### src/logic/loop_code_pkg.sv
// Purpose: Shared constants, register map and helpers for the loop code block.
// Assumes: Registers are word indexed; the byte address is four times the index.
// Notes:   Code lengths run from four to seven bits, code MSB on the line first.

package loop_code_pkg;

  localparam int ADDR_W = 12;
  localparam int DATA_W = 32;
  localparam int BE_W   = 4;
  localparam int IDX_W  = 10;
  localparam int REG_W  = 8;
  localparam int CODE_W = 7;
  localparam int LEN_W  = 3;
  localparam int SEL_W  = 2;

  // Word indices of the registers.
  localparam logic [IDX_W-1:0] IDX_LEN_CTRL   = 10'h12d;
  localparam logic [IDX_W-1:0] IDX_ACT_CODE   = 10'h12e;
  localparam logic [IDX_W-1:0] IDX_DEACT_CODE = 10'h12f;
  localparam logic [IDX_W-1:0] IDX_STATUS     = 10'h130;
  localparam logic [IDX_W-1:0] IDX_TX_CODE    = 10'h131;

  // Fields of the length control register.
  localparam int RXA_LEN_HI = 7;
  localparam int RXA_LEN_LO = 6;
  localparam int RXD_LEN_HI = 5;
  localparam int RXD_LEN_LO = 4;
  localparam int TX_LEN_HI  = 3;
  localparam int TX_LEN_LO  = 2;
  localparam int FRAMED_BIT = 1;
  localparam int AUTO_BIT   = 0;

  // Fields of the code registers: code value above, enable in bit zero.
  localparam int CODE_HI     = 7;
  localparam int CODE_LO     = 1;
  localparam int CODE_EN_BIT = 0;

  // Fields of the status register.
  localparam int STAT_LOOP_BIT  = 0;
  localparam int STAT_ACT_BIT   = 1;
  localparam int STAT_DEACT_BIT = 2;

  localparam logic [REG_W-1:0] LEN_CTRL_RST = 8'h00;
  localparam logic [REG_W-1:0] CODE_RST     = 8'haa;

  localparam logic [LEN_W-1:0] LEN_BASE = 3'h4;
  localparam logic [LEN_W-1:0] LEN_MAX  = 3'h7;
  localparam logic [LEN_W-1:0] CODE_MSB = 3'h6;
  localparam logic [LEN_W-1:0] LEN_ONE  = 3'h1;
  localparam logic [CODE_W-1:0] ALL_ONES = 7'h7f;

  typedef enum logic {
    LOOP_IDLE   = 1'b0,
    LOOP_ACTIVE = 1'b1
  } loop_state_t;

  // Number of code bits selected by a two-bit length field.
  function automatic logic [LEN_W-1:0] code_len(input logic [SEL_W-1:0] sel);
    code_len = LEN_BASE + {1'b0, sel};
  endfunction : code_len

  // Mask covering the newest n bits of a received window.
  function automatic logic [CODE_W-1:0] len_mask(input logic [LEN_W-1:0] n);
    len_mask = ALL_ONES >> (LEN_MAX - n);
  endfunction : len_mask

  // The first n bits of a code, moved down to line up with the window.
  function automatic logic [CODE_W-1:0] code_top(
    input logic [CODE_W-1:0] code,
    input logic [LEN_W-1:0]  n
  );
    code_top = code >> (LEN_MAX - n);
  endfunction : code_top

endpackage : loop_code_pkg

### src/logic/loop_code_detector.sv
// Purpose: Detects a repeating loop code of programmable length in a bit stream.
// Assumes: Bits arrive with a one-cycle valid strobe from same-clock logic.
// Notes:   Detection needs repeats_i aligned code periods in a row.

`timescale 1ns/1ps
`default_nettype none

module loop_code_detector #(
  parameter int CNT_W = 8
) (
  input  wire logic                              clock_i,
  input  wire logic                              rst_n_i,
  input  wire logic                              ce_i,
  input  wire logic                              enable_i,
  input  wire logic [loop_code_pkg::CODE_W-1:0]  code_i,
  input  wire logic [loop_code_pkg::SEL_W-1:0]   len_sel_i,
  input  wire logic                              bit_i,
  input  wire logic                              bit_valid_i,
  input  wire logic [CNT_W-1:0]                  repeats_i,
  output logic                                   detected_o
);

  logic [loop_code_pkg::CODE_W-1:0] window_r;
  logic [loop_code_pkg::CODE_W-1:0] window_nxt;
  logic [loop_code_pkg::LEN_W-1:0]  phase_r;
  logic [loop_code_pkg::LEN_W-1:0]  phase_nxt;
  logic [CNT_W-1:0]                 count_r;
  logic [CNT_W-1:0]                 count_nxt;
  logic                             locked_r;
  logic                             locked_nxt;
  logic                             det_r;
  logic                             det_nxt;
  logic [loop_code_pkg::CODE_W-1:0] window_new;
  logic [loop_code_pkg::LEN_W-1:0]  len;
  logic                             hit;

  always_comb begin
    window_new = {window_r[loop_code_pkg::CODE_W-2:0], bit_i};
    len        = loop_code_pkg::code_len(len_sel_i);
    hit        = (window_new & loop_code_pkg::len_mask(len)) ==
                 loop_code_pkg::code_top(code_i, len);
    window_nxt = window_r;
    phase_nxt  = phase_r;
    count_nxt  = count_r;
    locked_nxt = locked_r;
    if (!enable_i) begin
      window_nxt = '0;
      phase_nxt  = '0;
      count_nxt  = '0;
      locked_nxt = 1'b0;
    end else if (bit_valid_i) begin
      window_nxt = window_new;
      if (!locked_r) begin
        if (hit) begin
          locked_nxt = 1'b1;
          count_nxt  = CNT_W'(1);
          phase_nxt  = '0;
        end
      end else if (phase_r == len - loop_code_pkg::LEN_ONE) begin
        phase_nxt = '0;
        if (hit) begin
          count_nxt = (count_r == '1) ? count_r : count_r + CNT_W'(1);
        end else begin
          locked_nxt = 1'b0;
          count_nxt  = '0;
        end
      end else begin
        phase_nxt = phase_r + loop_code_pkg::LEN_ONE;
      end
    end
    det_nxt = locked_nxt && (count_nxt >= repeats_i);
  end

  always_ff @(posedge clock_i or negedge rst_n_i) begin
    if (!rst_n_i) begin
      window_r <= '0;
      phase_r  <= '0;
      count_r  <= '0;
      locked_r <= 1'b0;
      det_r    <= 1'b0;
    end else if (ce_i) begin
      window_r <= window_nxt;
      phase_r  <= phase_nxt;
      count_r  <= count_nxt;
      locked_r <= locked_nxt;
      det_r    <= det_nxt;
    end
  end

  assign detected_o = det_r;

endmodule : loop_code_detector

`default_nettype wire

### src/logic/loop_code_control.sv
// Purpose: Loop code length control, code detection, code transmit and
//          automatic remote loopback, with an Avalon-MM register slave.
// Assumes: Line bits and transmit requests come from same-clock framer logic.
// Notes:   The bus answers every access after one wait cycle, plus one more for each cycle that ce_i is low.
//
// Chosen here: the Avalon-MM register port.

`timescale 1ns/1ps
`default_nettype none

// Function
// - Activation code length field 00..11 selects a 4 to 7 bit pattern.
// - Deactivation code length field 00..11 selects a 4 to 7 bit pattern.
// - Transmit loop code length field 00..11 gives 4 to 7 bit sequences.
// - Framed bit clear sends unframed code; set inserts code within framing.
// - Auto bit with activation detection enabled enters remote loopback on code.
// - Auto bit with deactivation detection enabled leaves remote loopback on code.
// - Activation code is seven bits, resets to 1010101, MSB received first.
// - Each detector runs only while its own enable bit is set.
module loop_code_control #(
  parameter int CNT_W   = 8,
  parameter int REPEATS = 16
) (
  input  wire logic                              clock_i,
  input  wire logic                              rstn_i,
  input  wire logic                              ce_i,
  input  wire logic [loop_code_pkg::ADDR_W-1:0]  avs_address_i,
  input  wire logic                              avs_read_i,
  input  wire logic                              avs_write_i,
  input  wire logic [loop_code_pkg::DATA_W-1:0]  avs_writedata_i,
  input  wire logic [loop_code_pkg::BE_W-1:0]    avs_byteenable_i,
  output logic      [loop_code_pkg::DATA_W-1:0]  avs_readdata_o,
  output logic                                   avs_waitrequest_o,
  input  wire logic                              rx_bit_i,
  input  wire logic                              rx_bit_valid_i,
  input  wire logic                              tx_bit_req_i,
  input  wire logic                              tx_frame_slot_i,
  output logic                                   tx_code_bit_o,
  output logic                                   tx_code_valid_o,
  output logic                                   tx_framed_o,
  output logic                                   remote_loop_o
);

  localparam int NDET = 2;
  localparam int ACT  = 0;
  localparam int DEACT = 1;
  localparam logic [CNT_W-1:0] REPEATS_C = CNT_W'(REPEATS);

  // Reset release through two flip-flops.
  logic rst_meta_r;
  logic rst_sync_r;
  logic rst_n;

  always_ff @(posedge clock_i or negedge rstn_i) begin
    if (!rstn_i) begin
      rst_meta_r <= 1'b0;
      rst_sync_r <= 1'b0;
    end else begin
      rst_meta_r <= 1'b1;
      rst_sync_r <= rst_meta_r;
    end
  end

  assign rst_n = rst_sync_r;

  // Register file and bus slave.
  logic [loop_code_pkg::REG_W-1:0]  len_ctrl_r;
  logic [loop_code_pkg::REG_W-1:0]  len_ctrl_nxt;
  logic [loop_code_pkg::REG_W-1:0]  act_code_r;
  logic [loop_code_pkg::REG_W-1:0]  act_code_nxt;
  logic [loop_code_pkg::REG_W-1:0]  deact_code_r;
  logic [loop_code_pkg::REG_W-1:0]  deact_code_nxt;
  logic [loop_code_pkg::REG_W-1:0]  tx_code_r;
  logic [loop_code_pkg::REG_W-1:0]  tx_code_nxt;
  logic                             ack_r;
  logic                             ack_nxt;
  logic [loop_code_pkg::DATA_W-1:0] rdata_r;
  logic [loop_code_pkg::DATA_W-1:0] rdata_nxt;
  logic [loop_code_pkg::IDX_W-1:0]  idx;
  logic                             req;
  logic                             wr_take;
  logic [loop_code_pkg::REG_W-1:0]  wbyte;
  logic [loop_code_pkg::REG_W-1:0]  status;
  logic [NDET-1:0]                  detected;
  loop_code_pkg::loop_state_t       loop_r;
  loop_code_pkg::loop_state_t       loop_nxt;

  always_comb begin
    status = '0;
    status[loop_code_pkg::STAT_LOOP_BIT]  = (loop_r == loop_code_pkg::LOOP_ACTIVE);
    status[loop_code_pkg::STAT_ACT_BIT]   = detected[ACT];
    status[loop_code_pkg::STAT_DEACT_BIT] = detected[DEACT];
  end

  assign idx = avs_address_i[loop_code_pkg::ADDR_W-1:2];
  assign req = avs_read_i | avs_write_i;
  assign wr_take = avs_write_i & ack_r & avs_byteenable_i[0];
  assign wbyte = avs_writedata_i[loop_code_pkg::REG_W-1:0];

  always_comb begin
    ack_nxt        = req & ~ack_r;
    rdata_nxt      = rdata_r;
    len_ctrl_nxt   = len_ctrl_r;
    act_code_nxt   = act_code_r;
    deact_code_nxt = deact_code_r;
    tx_code_nxt    = tx_code_r;
    if (avs_read_i && !ack_r) begin
      rdata_nxt = '0;
      unique case (idx)
        loop_code_pkg::IDX_LEN_CTRL:
          rdata_nxt[loop_code_pkg::REG_W-1:0] = len_ctrl_r;
        loop_code_pkg::IDX_ACT_CODE:
          rdata_nxt[loop_code_pkg::REG_W-1:0] = act_code_r;
        loop_code_pkg::IDX_DEACT_CODE:
          rdata_nxt[loop_code_pkg::REG_W-1:0] = deact_code_r;
        loop_code_pkg::IDX_STATUS:
          rdata_nxt[loop_code_pkg::REG_W-1:0] = status;
        loop_code_pkg::IDX_TX_CODE:
          rdata_nxt[loop_code_pkg::REG_W-1:0] = tx_code_r;
        default:
          rdata_nxt = '0;
      endcase
    end
    if (wr_take) begin
      unique case (idx)
        loop_code_pkg::IDX_LEN_CTRL:   len_ctrl_nxt   = wbyte;
        loop_code_pkg::IDX_ACT_CODE:   act_code_nxt   = wbyte;
        loop_code_pkg::IDX_DEACT_CODE: deact_code_nxt = wbyte;
        loop_code_pkg::IDX_TX_CODE:    tx_code_nxt    = wbyte;
        default:                       len_ctrl_nxt   = len_ctrl_r;
      endcase
    end
  end

  always_ff @(posedge clock_i or negedge rst_n) begin
    if (!rst_n) begin
      ack_r        <= 1'b0;
      rdata_r      <= '0;
      len_ctrl_r   <= loop_code_pkg::LEN_CTRL_RST;
      act_code_r   <= loop_code_pkg::CODE_RST;
      deact_code_r <= loop_code_pkg::CODE_RST;
      tx_code_r    <= loop_code_pkg::CODE_RST;
    end else if (ce_i) begin
      ack_r        <= ack_nxt;
      rdata_r      <= rdata_nxt;
      len_ctrl_r   <= len_ctrl_nxt;
      act_code_r   <= act_code_nxt;
      deact_code_r <= deact_code_nxt;
      tx_code_r    <= tx_code_nxt;
    end
  end

  // A frozen clock enable must not let the master finish an access early.
  assign avs_waitrequest_o = req & ~(ack_r & ce_i);
  assign avs_readdata_o    = rdata_r;

  // Receive detectors, one each for the activation and deactivation code registers.
  logic [loop_code_pkg::CODE_W-1:0] det_code  [NDET];
  logic [loop_code_pkg::SEL_W-1:0]  det_len   [NDET];
  logic [NDET-1:0]                  det_en;

  assign det_code[ACT]   = act_code_r[loop_code_pkg::CODE_HI:loop_code_pkg::CODE_LO];
  assign det_code[DEACT] = deact_code_r[loop_code_pkg::CODE_HI:loop_code_pkg::CODE_LO];
  assign det_len[ACT]    =
    len_ctrl_r[loop_code_pkg::RXA_LEN_HI:loop_code_pkg::RXA_LEN_LO];
  assign det_len[DEACT]  =
    len_ctrl_r[loop_code_pkg::RXD_LEN_HI:loop_code_pkg::RXD_LEN_LO];
  assign det_en[ACT]     = act_code_r[loop_code_pkg::CODE_EN_BIT];
  assign det_en[DEACT]   = deact_code_r[loop_code_pkg::CODE_EN_BIT];

  for (genvar g = 0; g < NDET; g++) begin : g_det
    loop_code_detector #(
      .CNT_W (CNT_W)
    ) u_det (
      .clock_i     (clock_i),
      .rst_n_i     (rst_n),
      .ce_i        (ce_i),
      .enable_i    (det_en[g]),
      .code_i      (det_code[g]),
      .len_sel_i   (det_len[g]),
      .bit_i       (rx_bit_i),
      .bit_valid_i (rx_bit_valid_i),
      .repeats_i   (REPEATS_C),
      .detected_o  (detected[g])
    );
  end

  // Automatic remote loopback.
  logic auto_en;

  assign auto_en = len_ctrl_r[loop_code_pkg::AUTO_BIT];

  always_comb begin
    loop_nxt = loop_r;
    unique case (loop_r)
      loop_code_pkg::LOOP_IDLE: begin
        if (auto_en && det_en[ACT] && detected[ACT]) begin
          loop_nxt = loop_code_pkg::LOOP_ACTIVE;
        end
      end
      loop_code_pkg::LOOP_ACTIVE: begin
        if (auto_en && det_en[DEACT] && detected[DEACT]) begin
          loop_nxt = loop_code_pkg::LOOP_IDLE;
        end
      end
    endcase
  end

  always_ff @(posedge clock_i or negedge rst_n) begin
    if (!rst_n) begin
      loop_r <= loop_code_pkg::LOOP_IDLE;
    end else if (ce_i) begin
      loop_r <= loop_nxt;
    end
  end

  assign remote_loop_o = (loop_r == loop_code_pkg::LOOP_ACTIVE);

  // Transmit code generator; the code repeats MSB first.
  logic [loop_code_pkg::LEN_W-1:0]  tx_ptr_r;
  logic [loop_code_pkg::LEN_W-1:0]  tx_ptr_nxt;
  logic                             tx_bit_r;
  logic                             tx_bit_nxt;
  logic [loop_code_pkg::LEN_W-1:0]  tx_len;
  logic [loop_code_pkg::CODE_W-1:0] tx_val;
  logic                             tx_on;
  logic                             framed;
  logic                             tx_step;

  assign tx_len = loop_code_pkg::code_len(
    len_ctrl_r[loop_code_pkg::TX_LEN_HI:loop_code_pkg::TX_LEN_LO]);
  assign tx_val = tx_code_r[loop_code_pkg::CODE_HI:loop_code_pkg::CODE_LO];
  assign tx_on  = tx_code_r[loop_code_pkg::CODE_EN_BIT];
  assign framed = len_ctrl_r[loop_code_pkg::FRAMED_BIT];
  // In framed mode the framing bit slot is left to the framer.
  assign tx_step = ce_i & tx_on & tx_bit_req_i &
                   ~(framed & tx_frame_slot_i);

  always_comb begin
    tx_ptr_nxt = tx_ptr_r;
    if (!tx_on) begin
      tx_ptr_nxt = '0;
    end else if (tx_step) begin
      if (tx_ptr_r >= tx_len - loop_code_pkg::LEN_ONE) begin
        tx_ptr_nxt = '0;
      end else begin
        tx_ptr_nxt = tx_ptr_r + loop_code_pkg::LEN_ONE;
      end
    end
    tx_bit_nxt = tx_val[loop_code_pkg::CODE_MSB - tx_ptr_nxt];
  end

  always_ff @(posedge clock_i or negedge rst_n) begin
    if (!rst_n) begin
      tx_ptr_r <= '0;
      tx_bit_r <= 1'b0;
    end else if (ce_i) begin
      tx_ptr_r <= tx_ptr_nxt;
      tx_bit_r <= tx_bit_nxt;
    end
  end

  assign tx_code_bit_o   = tx_bit_r;
  assign tx_code_valid_o = tx_step;
  assign tx_framed_o     = framed;

endmodule : loop_code_control

`default_nettype wire

### config.mk
export PLATFORM = sky130hd
export DESIGN_NAME = loop_code_control
export DESIGN_NICKNAME = d
export VERILOG_FILES = /design/src/logic/loop_code_pkg.sv /design/src/logic/loop_code_detector.sv /design/src/logic/loop_code_control.sv
export SDC_FILE = /design/constraint.sdc
export NUM_CORES = 1
export LEC_CHECK = 0
export ABC_AREA = 1
export BUFFER_PORTS_ARGS = -buffer_cell sky130_fd_sc_hd__buf_4
export CAP_MARGIN = 10
export CORE_MARGIN = 8
export CORE_UTILIZATION = 47
export DETAILED_ROUTE_END_ITERATION = 10
export PLACE_DENSITY = 0.68
export SYNTH_ARGS = -nofsm -noshare
export SYNTH_HDL_FRONTEND = slang
export SYNTH_HIERARCHICAL = 1
export SYNTH_SLANG_ARGS = --single-unit
### constraint.sdc
create_clock -name clock_i -period 3.8 [get_ports clock_i]
set_input_delay 0.38 -clock clock_i [delete_from_list [all_inputs] [get_ports clock_i]]
set_output_delay 0.38 -clock clock_i [all_outputs]
set_load 0.01 [all_outputs]
[Word-level counts from Yosys, hierarchy flattened]
Index checks and enable logic that the tools add are counted.
Word-level totals
  register bits after elaboration: 86
  logic and storage cells: 138
  output and inout bits: 37
  bits of input ports: 57
Operators by class
  $lt $le $gt $ge: 4
  multiplexer cells: 47
  reduce and logical (&&, ||, !) cells: 17
  equal/unequal tests: 15
  add/subtract/negate cells: 14
  shifts and indexed selects: 4
  bitwise logic cells: 16
Operators with widths (count)
  two-way mux 8 bit: 14
  == test 10 x 9 -> 1 bit (second input constant): 5
  case mux 8 bit (5 select lines): 1
  two-way mux 3 bit: 13
  two-way mux 6 bit: 4
  AND reduction 3 bit: 6
  adder 8 x 1 -> 8 bit (second input constant): 2
  == test 8 bit (second input constant): 2
  greater-or-equal comparator 8 x 5 -> 1 bit (second input constant): 2
  bitwise AND 7 bit: 2
  == test 7 bit: 2
  >> shifter 7 x 3 -> 7 bit: 2
  >> shifter 7 x 3 -> 7 bit (first input constant): 2
  two-way mux 1 bit: 13
  adder 3 x 1 -> 3 bit (second input constant): 3
  adder 3 x 2 -> 3 bit (first input constant): 3
  bitwise AND 1 bit: 9
  subtractor 3 x 1 -> 3 bit (second input constant): 3
  subtractor 3 bit (first input constant): 3
  logical AND 1 bit: 7
  == test 3 bit: 2
  inequality test 3 x 1 -> 1 bit (second input constant): 2
  AND reduction 2 bit: 3
  less-than comparator 3 x 4 -> 1 bit (second input constant): 1
  7 further kinds: 11

[Logic depth before layout (Yosys ltp)]
  depth in word-level cells: 12
  mapped depth: 21
  mapped depth without buffers: 20

[Cells and area by module]
Netlist, hierarchy kept.
By module, submodules not included
  loop_code_control: cells each 347, area each 2860.2 µm², seq. area each 1216.2 µm², times used 1
  loop_code_detector at g_det[1].u_det: cells each 279, area each 1825.5 µm², seq. area each 475.5 µm², times used 1
  loop_code_detector at g_det[0].u_det: cells each 273, area each 1773.0 µm², seq. area each 475.5 µm², times used 1

[Worst setup path after synthesis]
OpenSTA, ideal clock, no wires.
  path kind: register to register
  start: register len_ctrl_r[7] (netlist bit)
  end: register g_det[0].u_det.det_r
  data arrival time: 2651 ps
  period minus slack after synthesis: 2733 ps
  setup time: 83 ps
  slack: 1067 ps
  stages on the path, launching flop included: 18
  data required time: 3717 ps
  buffers on the path: 1
  cell sequence: dfrtp_1 > buf_2 > inv_2 > ha_1 > xnor2_1 > nor2_2 > nand2_2 > nor2_8 > nand4_1 > nor2_1 > nor3_2 > or2_1 > ha_1 > nand2_1 > o21ai_0 > nand2_1 > o2111a_1 > o21ai_0
Between the ends
  longest elaborated chain between the ends: 12
  elaborated cells on any way between the ends: 21
  classes of those cells: add/sub: 3; order compare: 1; eq/ne: 2; shift: 2; mux: 11; bitwise: 1; reduce/logical: 1
Ends and longest elaborated chain
  from (decl): RTL line loop_code_control.sv:67  | logic [loop_code_pkg::REG_W-1:0] len_ctrl_r;
  from (signal assigned): RTL line loop_code_control.sv:139  | len_ctrl_r <= loop_code_pkg::LEN_CTRL_RST;
  from (signal assigned): RTL line loop_code_control.sv:146  | len_ctrl_r <= len_ctrl_nxt;
  adder 3 x 2 -> 3 bit (*): RTL line loop_code_pkg.sv:59  | code_len = LEN_BASE + {1'b0, sel};
  subtractor 3 bit: RTL line loop_code_pkg.sv:64, loop_code_pkg.sv:72
  >> shifter 7 x 3 -> 7 bit: RTL line loop_code_pkg.sv:64  | len_mask = ALL_ONES >> (LEN_MAX - n);
  bitwise AND 7 bit: RTL line loop_code_detector.sv:40  | hit = (window_new & loop_code_pkg::len_mask(len)) ==
  == test 7 bit: RTL line loop_code_detector.sv:40
  two-way mux 8 bit: RTL line loop_code_detector.sv:61  | if (hit) begin
  two-way mux 8 bit: RTL line loop_code_detector.sv:59  | end else if (phase_r == len - loop_code_pkg::LEN_ONE) begin
  two-way mux 8 bit (*): RTL line loop_code_detector.sv:53  | if (!locked_r) begin
  two-way mux 8 bit (*): RTL line loop_code_detector.sv:51  | end else if (bit_valid_i) begin
  two-way mux 8 bit (*): RTL line loop_code_detector.sv:46  | if (!enable_i) begin
  via g_det[0].u_det.count_nxt[3]: RTL line loop_code_detector.sv:28  | logic [CNT_W-1:0] count_nxt;
  greater-or-equal comparator 8 x 5 -> 1 bit (*): RTL line loop_code_detector.sv:71  | det_nxt = locked_nxt && (count_nxt >= repeats_i);
  logical AND 1 bit (*): RTL line loop_code_detector.sv:71
  to (signal assigned): RTL line loop_code_detector.sv:86  | det_r <= det_nxt;
  to (decl): RTL line loop_code_detector.sv:31  | logic det_r;
Mark *: on every way through the listed nets, which the timed path passes. The rest lies on a longest branch.
A chain may end at the register's enable or synchronous reset.

[Final worst setup path]
  start: register len_ctrl_r[6] (netlist bit)
  end: register g_det[0].u_det.det_r
The elaborated chain is that of the path after synthesis.

==> metrics.txt <==
# TYPE chip_impl_metric gauge
chip_impl_info{name="status",value="complete, no violations"} 1
chip_impl_metric{name="drtAntennaViolNets",unit=""} 0
chip_impl_metric{name="finalSetupViolCount",unit=""} 0
chip_impl_info{name="unrepaired_setup_endpoints_after_global_routing",value="no"} 1
chip_impl_metric{name="worstPathRequired",unit="ns"} 4.06
chip_impl_metric{name="maxCapViolations",unit=""} 0
chip_impl_metric{name="gp_routability_congestion",unit=""} 0.904
chip_impl_metric{name="net_sw_share",unit="%"} 25.6
chip_impl_metric{name="worst-endpoint-arrival",unit="ns"} 3.54
chip_impl_metric{name="finish.net_count",unit=""} 1040
chip_impl_metric{name="placement_rows",unit=""} 43
chip_impl_metric{name="num_cts_buffers",unit=""} 9
chip_impl_metric{name="cell_internal_pwr",unit="mW"} 1.51
chip_impl_metric{name="pwr_density_cell",unit="mW/mm^2"} 283
chip_impl_metric{name="initial_utilization",unit="%"} 47.3
chip_impl_metric{name="hold_viol_final",unit=""} 0
chip_impl_metric{name="antenna_cells",unit=""} 0
chip_impl_metric{name="tightest_slew",unit="ns"} 0.803
chip_impl_info{name="timing.critical_path.slowest_stage_cell",value="dfrtp_1"} 1
chip_impl_metric{name="power.leakage",unit="nW"} 3.55
chip_impl_metric{name="cts.repair_timing.setup_buffer_count",unit=""} 0
chip_impl_info{name="crit_path_end_kind",value="register"} 1
chip_impl_metric{name="drt_first_iter_violations",unit=""} 397
chip_impl_metric{name="drv_slew",unit=""} 0
chip_impl_metric{name="synth_xor_area_share",unit="%"} 1.49
chip_impl_metric{name="synth_area_in_compound_gates",unit="%"} 10.7
chip_impl_info{name="timing.critical_path.from_type",value="register"} 1
chip_impl_metric{name="routed-via-count",unit=""} 5713
chip_impl_metric{name="cts_max_level",unit=""} 3
chip_impl_info{name="path_cells",value="inv_2, ha_1, xnor2_1, nor2_2, nand2_2, nor2_8, nand4_1, nor2_1, nor3_2, or2_1, ha_1, nand2_1, o21ai_0, nand2_1, o2111a_1, o21ai_0"} 1
chip_impl_metric{name="route.detailed.wl_per_inst",unit="um"} 13.3
chip_impl_metric{name="floorplan.die.width",unit="um"} 133
chip_impl_metric{name="fill_cells",unit=""} 1353
chip_impl_metric{name="post-synth-top-area-fraction",unit="%"} 28.7
chip_impl_metric{name="final.min_clock_period",unit="ns"} 3.28
chip_impl_metric{name="drive_gt1_share",unit="%"} 15.4
chip_impl_info{name="synthMostInstantiatedCell",value="nand2_1"} 1
chip_impl_metric{name="vdd_drop_max",unit="mV"} 0.259
chip_impl_metric{name="first_global_vias",unit=""} 5259
chip_impl_metric{name="area.sequential",unit="mm^2"} 0.00217
chip_impl_metric{name="holdWs",unit="ns"} 0.326
chip_impl_metric{name="seq_cells_post_synth",unit=""} 86
chip_impl_metric{name="pwr-share-comb",unit="%"} 9.3
chip_impl_metric{name="num_io_pins",unit=""} 94
chip_impl_info{name="min-delay-path-class",value="primary input to register"} 1
chip_impl_metric{name="coreArea",unit="mm^2"} 0.0137
chip_impl_info{name="cell_types_with_the_largest_area_share_after_synthesis",value="dfrtp_1 29%, nand2_1 17%, nand3_1 7.6%"} 1
chip_impl_info{name="root_buffer",value="clkbuf_16"} 1
chip_impl_metric{name="io_buffer_count",unit=""} 40
chip_impl_metric{name="layout.cells.non_filler",unit=""} 1138
chip_impl_metric{name="synth.area.mux_share",unit="%"} 0
chip_impl_metric{name="synth_seq_area_share",unit="%"} 33.6
chip_impl_info{name="crit_type",value="register to register"} 1
chip_impl_metric{name="multiInputGateArea",unit="mm^2"} 0.00368
chip_impl_metric{name="share_seq_of_total_power",unit="%"} 47.0
chip_impl_metric{name="overall_routing_resource_usage",unit="%"} 17.3
chip_impl_metric{name="fp.dieH",unit="um"} 133
chip_impl_info{name="dominant_combinational_cell_family_by_area_after_synthesis",value="simple AND/OR/NAND/NOR gates"} 1
chip_impl_metric{name="clkLatencyLatePin",unit="ns"} 0.35
chip_impl_metric{name="yosys_warnings",unit=""} 6
chip_impl_metric{name="totalNegativeSetupSlack",unit="ns"} 0
chip_impl_metric{name="totalWireLength",unit="um"} 15100
chip_impl_metric{name="synth_adder_area_share",unit="%"} 5.81
chip_impl_metric{name="timing.slew.headroom",unit="%"} 46.5
chip_impl_metric{name="grt_start_max_net_pins",unit=""} 62
chip_impl_metric{name="fin_worst_skew",unit="ns"} 0.0104
chip_impl_metric{name="p_switching",unit="mW"} 0.520
chip_impl_metric{name="period_share",unit="%"} 86.2
chip_impl_info{name="synthFlopType",value="dfrtp_1"} 1
chip_impl_metric{name="synth.avg_cell_area",unit="um^2"} 7.18
chip_impl_metric{name="max-clock-path-buffers",unit=""} 2
chip_impl_metric{name="drt_pass1_iterations",unit=""} 6
chip_impl_metric{name="grt_antenna_before_repair",unit=""} 0
chip_impl_metric{name="dp_hpwl",unit="um"} 11400
chip_impl_metric{name="clock_transition_at_the_register_clock_pins_on_the_worst_setup_and_hold_paths_after_cts",unit="ns"} 0.07
chip_impl_metric{name="synth-async-reset-ratio",unit="%"} 100
chip_impl_info{name="most_instantiated_cells_after_synthesis",value="284 x nand2_1, 106 x inv_1, 98 x nand3_1, 74 x dfrtp_1, 32 x nor2_1"} 1
chip_impl_info{name="cts_tree",value="yes"} 1
chip_impl_metric{name="synthesis.area",unit="mm^2"} 0.00646
chip_impl_metric{name="grt_remaining_overflow",unit=""} 0
chip_impl_info{name="synthDominantAreaCellType",value="dfrtp_1"} 1
chip_impl_metric{name="delay_contributed_by_the_slowest_stage_of_the_critical_path",unit="ns"} 0.65
chip_impl_metric{name="post_synth_inst_count",unit=""} 899
chip_impl_metric{name="place.detailed.instances",unit=""} 1121
chip_impl_metric{name="synth_cell_types",unit=""} 50
chip_impl_metric{name="power.share.clock",unit="%"} 43.7
chip_impl_metric{name="grt_pass1_wl",unit="um"} 25500
chip_impl_metric{name="synth_enable_flop_cells",unit=""} 0
chip_impl_metric{name="post_synth_and_or_nand_nor_area_fraction",unit="%"} 36.7
chip_impl_metric{name="floorplan.die_area",unit="mm^2"} 0.0177
chip_impl_metric{name="fmax",unit="MHz"} 305
chip_impl_metric{name="clkSinkCount",unit=""} 86
chip_impl_metric{name="maximum_fanout_encountered_on_the_critical_timing_path",unit=""} 14
chip_impl_metric{name="drc",unit=""} 0
chip_impl_metric{name="layout-area-overhead-vs-synth",unit="%"} 11.0
chip_impl_metric{name="vias_per_cell",unit=""} 5.02
==> sequential cells by signal, indices dropped and copies added (netlist names), 2 cells and up <==
register	count
g_det.u_det/detected_o	2
avs_readdata_o	8
len_ctrl_r	8
deact_code_r	8
tx_ptr_r	3
g_det.u_det/count_r	16
tx_code_r	8
g_det.u_det/window_r	12
g_det.u_det/phase_r	6
act_code_r	8
g_det.u_det/locked_r	2
==> kinds of logic (layout without fill, tap and decap cells) <==
| kind of cell | count (synthesis) | in the layout |
|---|---|---|
| other | 2 | 41 |
| and+or+nand+nor | 497 | 497 |
| buffers and inverters | 159 | 179 |
| DFF | 86 | 86 |
| xor gates and xnor gates | 11 | 11 |
| AOI/OAI and AO/OA | 114 | 114 |
| adders and majority gates | 30 | 30 |
==> path summary, 6_finish.rpt <==
path	startpoint	end	slack, ns	cells after the start
setup / recovery	len_ctrl_r[6]	g_det[0].u_det/detected_o	0.52	16
hold / removal	avs_read_i	ack_r	0.33	3
setup reg to reg	len_ctrl_r[6]	g_det[0].u_det/detected_o	0.52	16
hold reg to reg	rst_meta_r	rst_n	0.35	0
max in group asynchronous	rst_n	deact_code_r[5]	2.51	1
min in group asynchronous	rstn_i	rst_n	0.35	2
==> per-stage QoR <==
stage / total power, mW / cell area (um^2) / worst slack, ns / utilization, %
floorplan: 1.10 / 6610 / 1.07 / -
global placement: 1.16 / 6860 / 0.620 / 50.2
detailed placement: 1.16 / 6860 / 0.544 / 50.2
CTS: 2.05 / 7170 / 0.518 / 52.4
global route: 2.11 / 7170 / 0.303 / 52.4
finish: 2.03 / 7170 / 0.523 / 52.4
==> power by group through the flow <==
stage | Sequential [mW] | Combinational (mW) | Clock, mW
2_1_floorplan | 0.972 | 0.133 | 0
3_3_place_gp | 0.971 | 0.186 | 0
3_5_place_dp | 0.971 | 0.188 | 0
4_1_cts | 0.955 | 0.189 | 0.909
5_1_grt | 0.958 | 0.216 | 0.939
6_report | 0.953 | 0.189 | 0.886
==> layout make-up <==
cell class	count	share of cell area (%)
repair buffers	45	4.75
well taps	180	3.14
inverters	118	6.25
multi-input cells	693	51.4
clock buffers	9	3.14
flip-flops and latches	86	30.3
clock inverters	7	1.01
==> critical path, delay by kind of cell (launching register included) <==
family,cells,cell delay [ns]
xor gates and xnor gates,1,0.14
adders and majority gates,2,0.63
buffers and inverters,1,0.16
DFF,1,0.65
and+or+nand+nor,9,1.16
AOI/OAI and AO/OA,3,0.46
==> placed cells by master (no fill, tap or decap), drive strengths merged, types with 5 or more instances in the layout <==
cell type / netlist / final
nand2: 302 / 302
inv: 115 / 116
nand3: 103 / 103
dfrtp: 74 / 74
o21ai: 64 / 64
nor2: 46 / 46
buf: 37 / 44
conb: 2 / 41
ha: 30 / 30
a21oi: 25 / 25
nand4: 25 / 25
o22ai: 13 / 13
dfstp: 12 / 12
clkbuf: 4 / 9
nor3: 9 / 9
a21boi: 7 / 7
xor2: 6 / 6
clkinv: 3 / 6
xnor2: 5 / 5
or2: 5 / 5
==> routing by layer <==
metal  GRT usage, %  vias up  routed length (um)
met5              0        -                   0
met4           3.74        0                 161
met3           3.80       10                 508
met2           28.2       91                7100
met1           23.1     2641                7330
li1               -     2971                   -
==> repair_timing <==
action | CTS | global route
resized for setup | 0 | 0
hold buffers | 1 | 0
hold endpoints to repair | 2 | 0
Power figures use the tool's default switching activity.
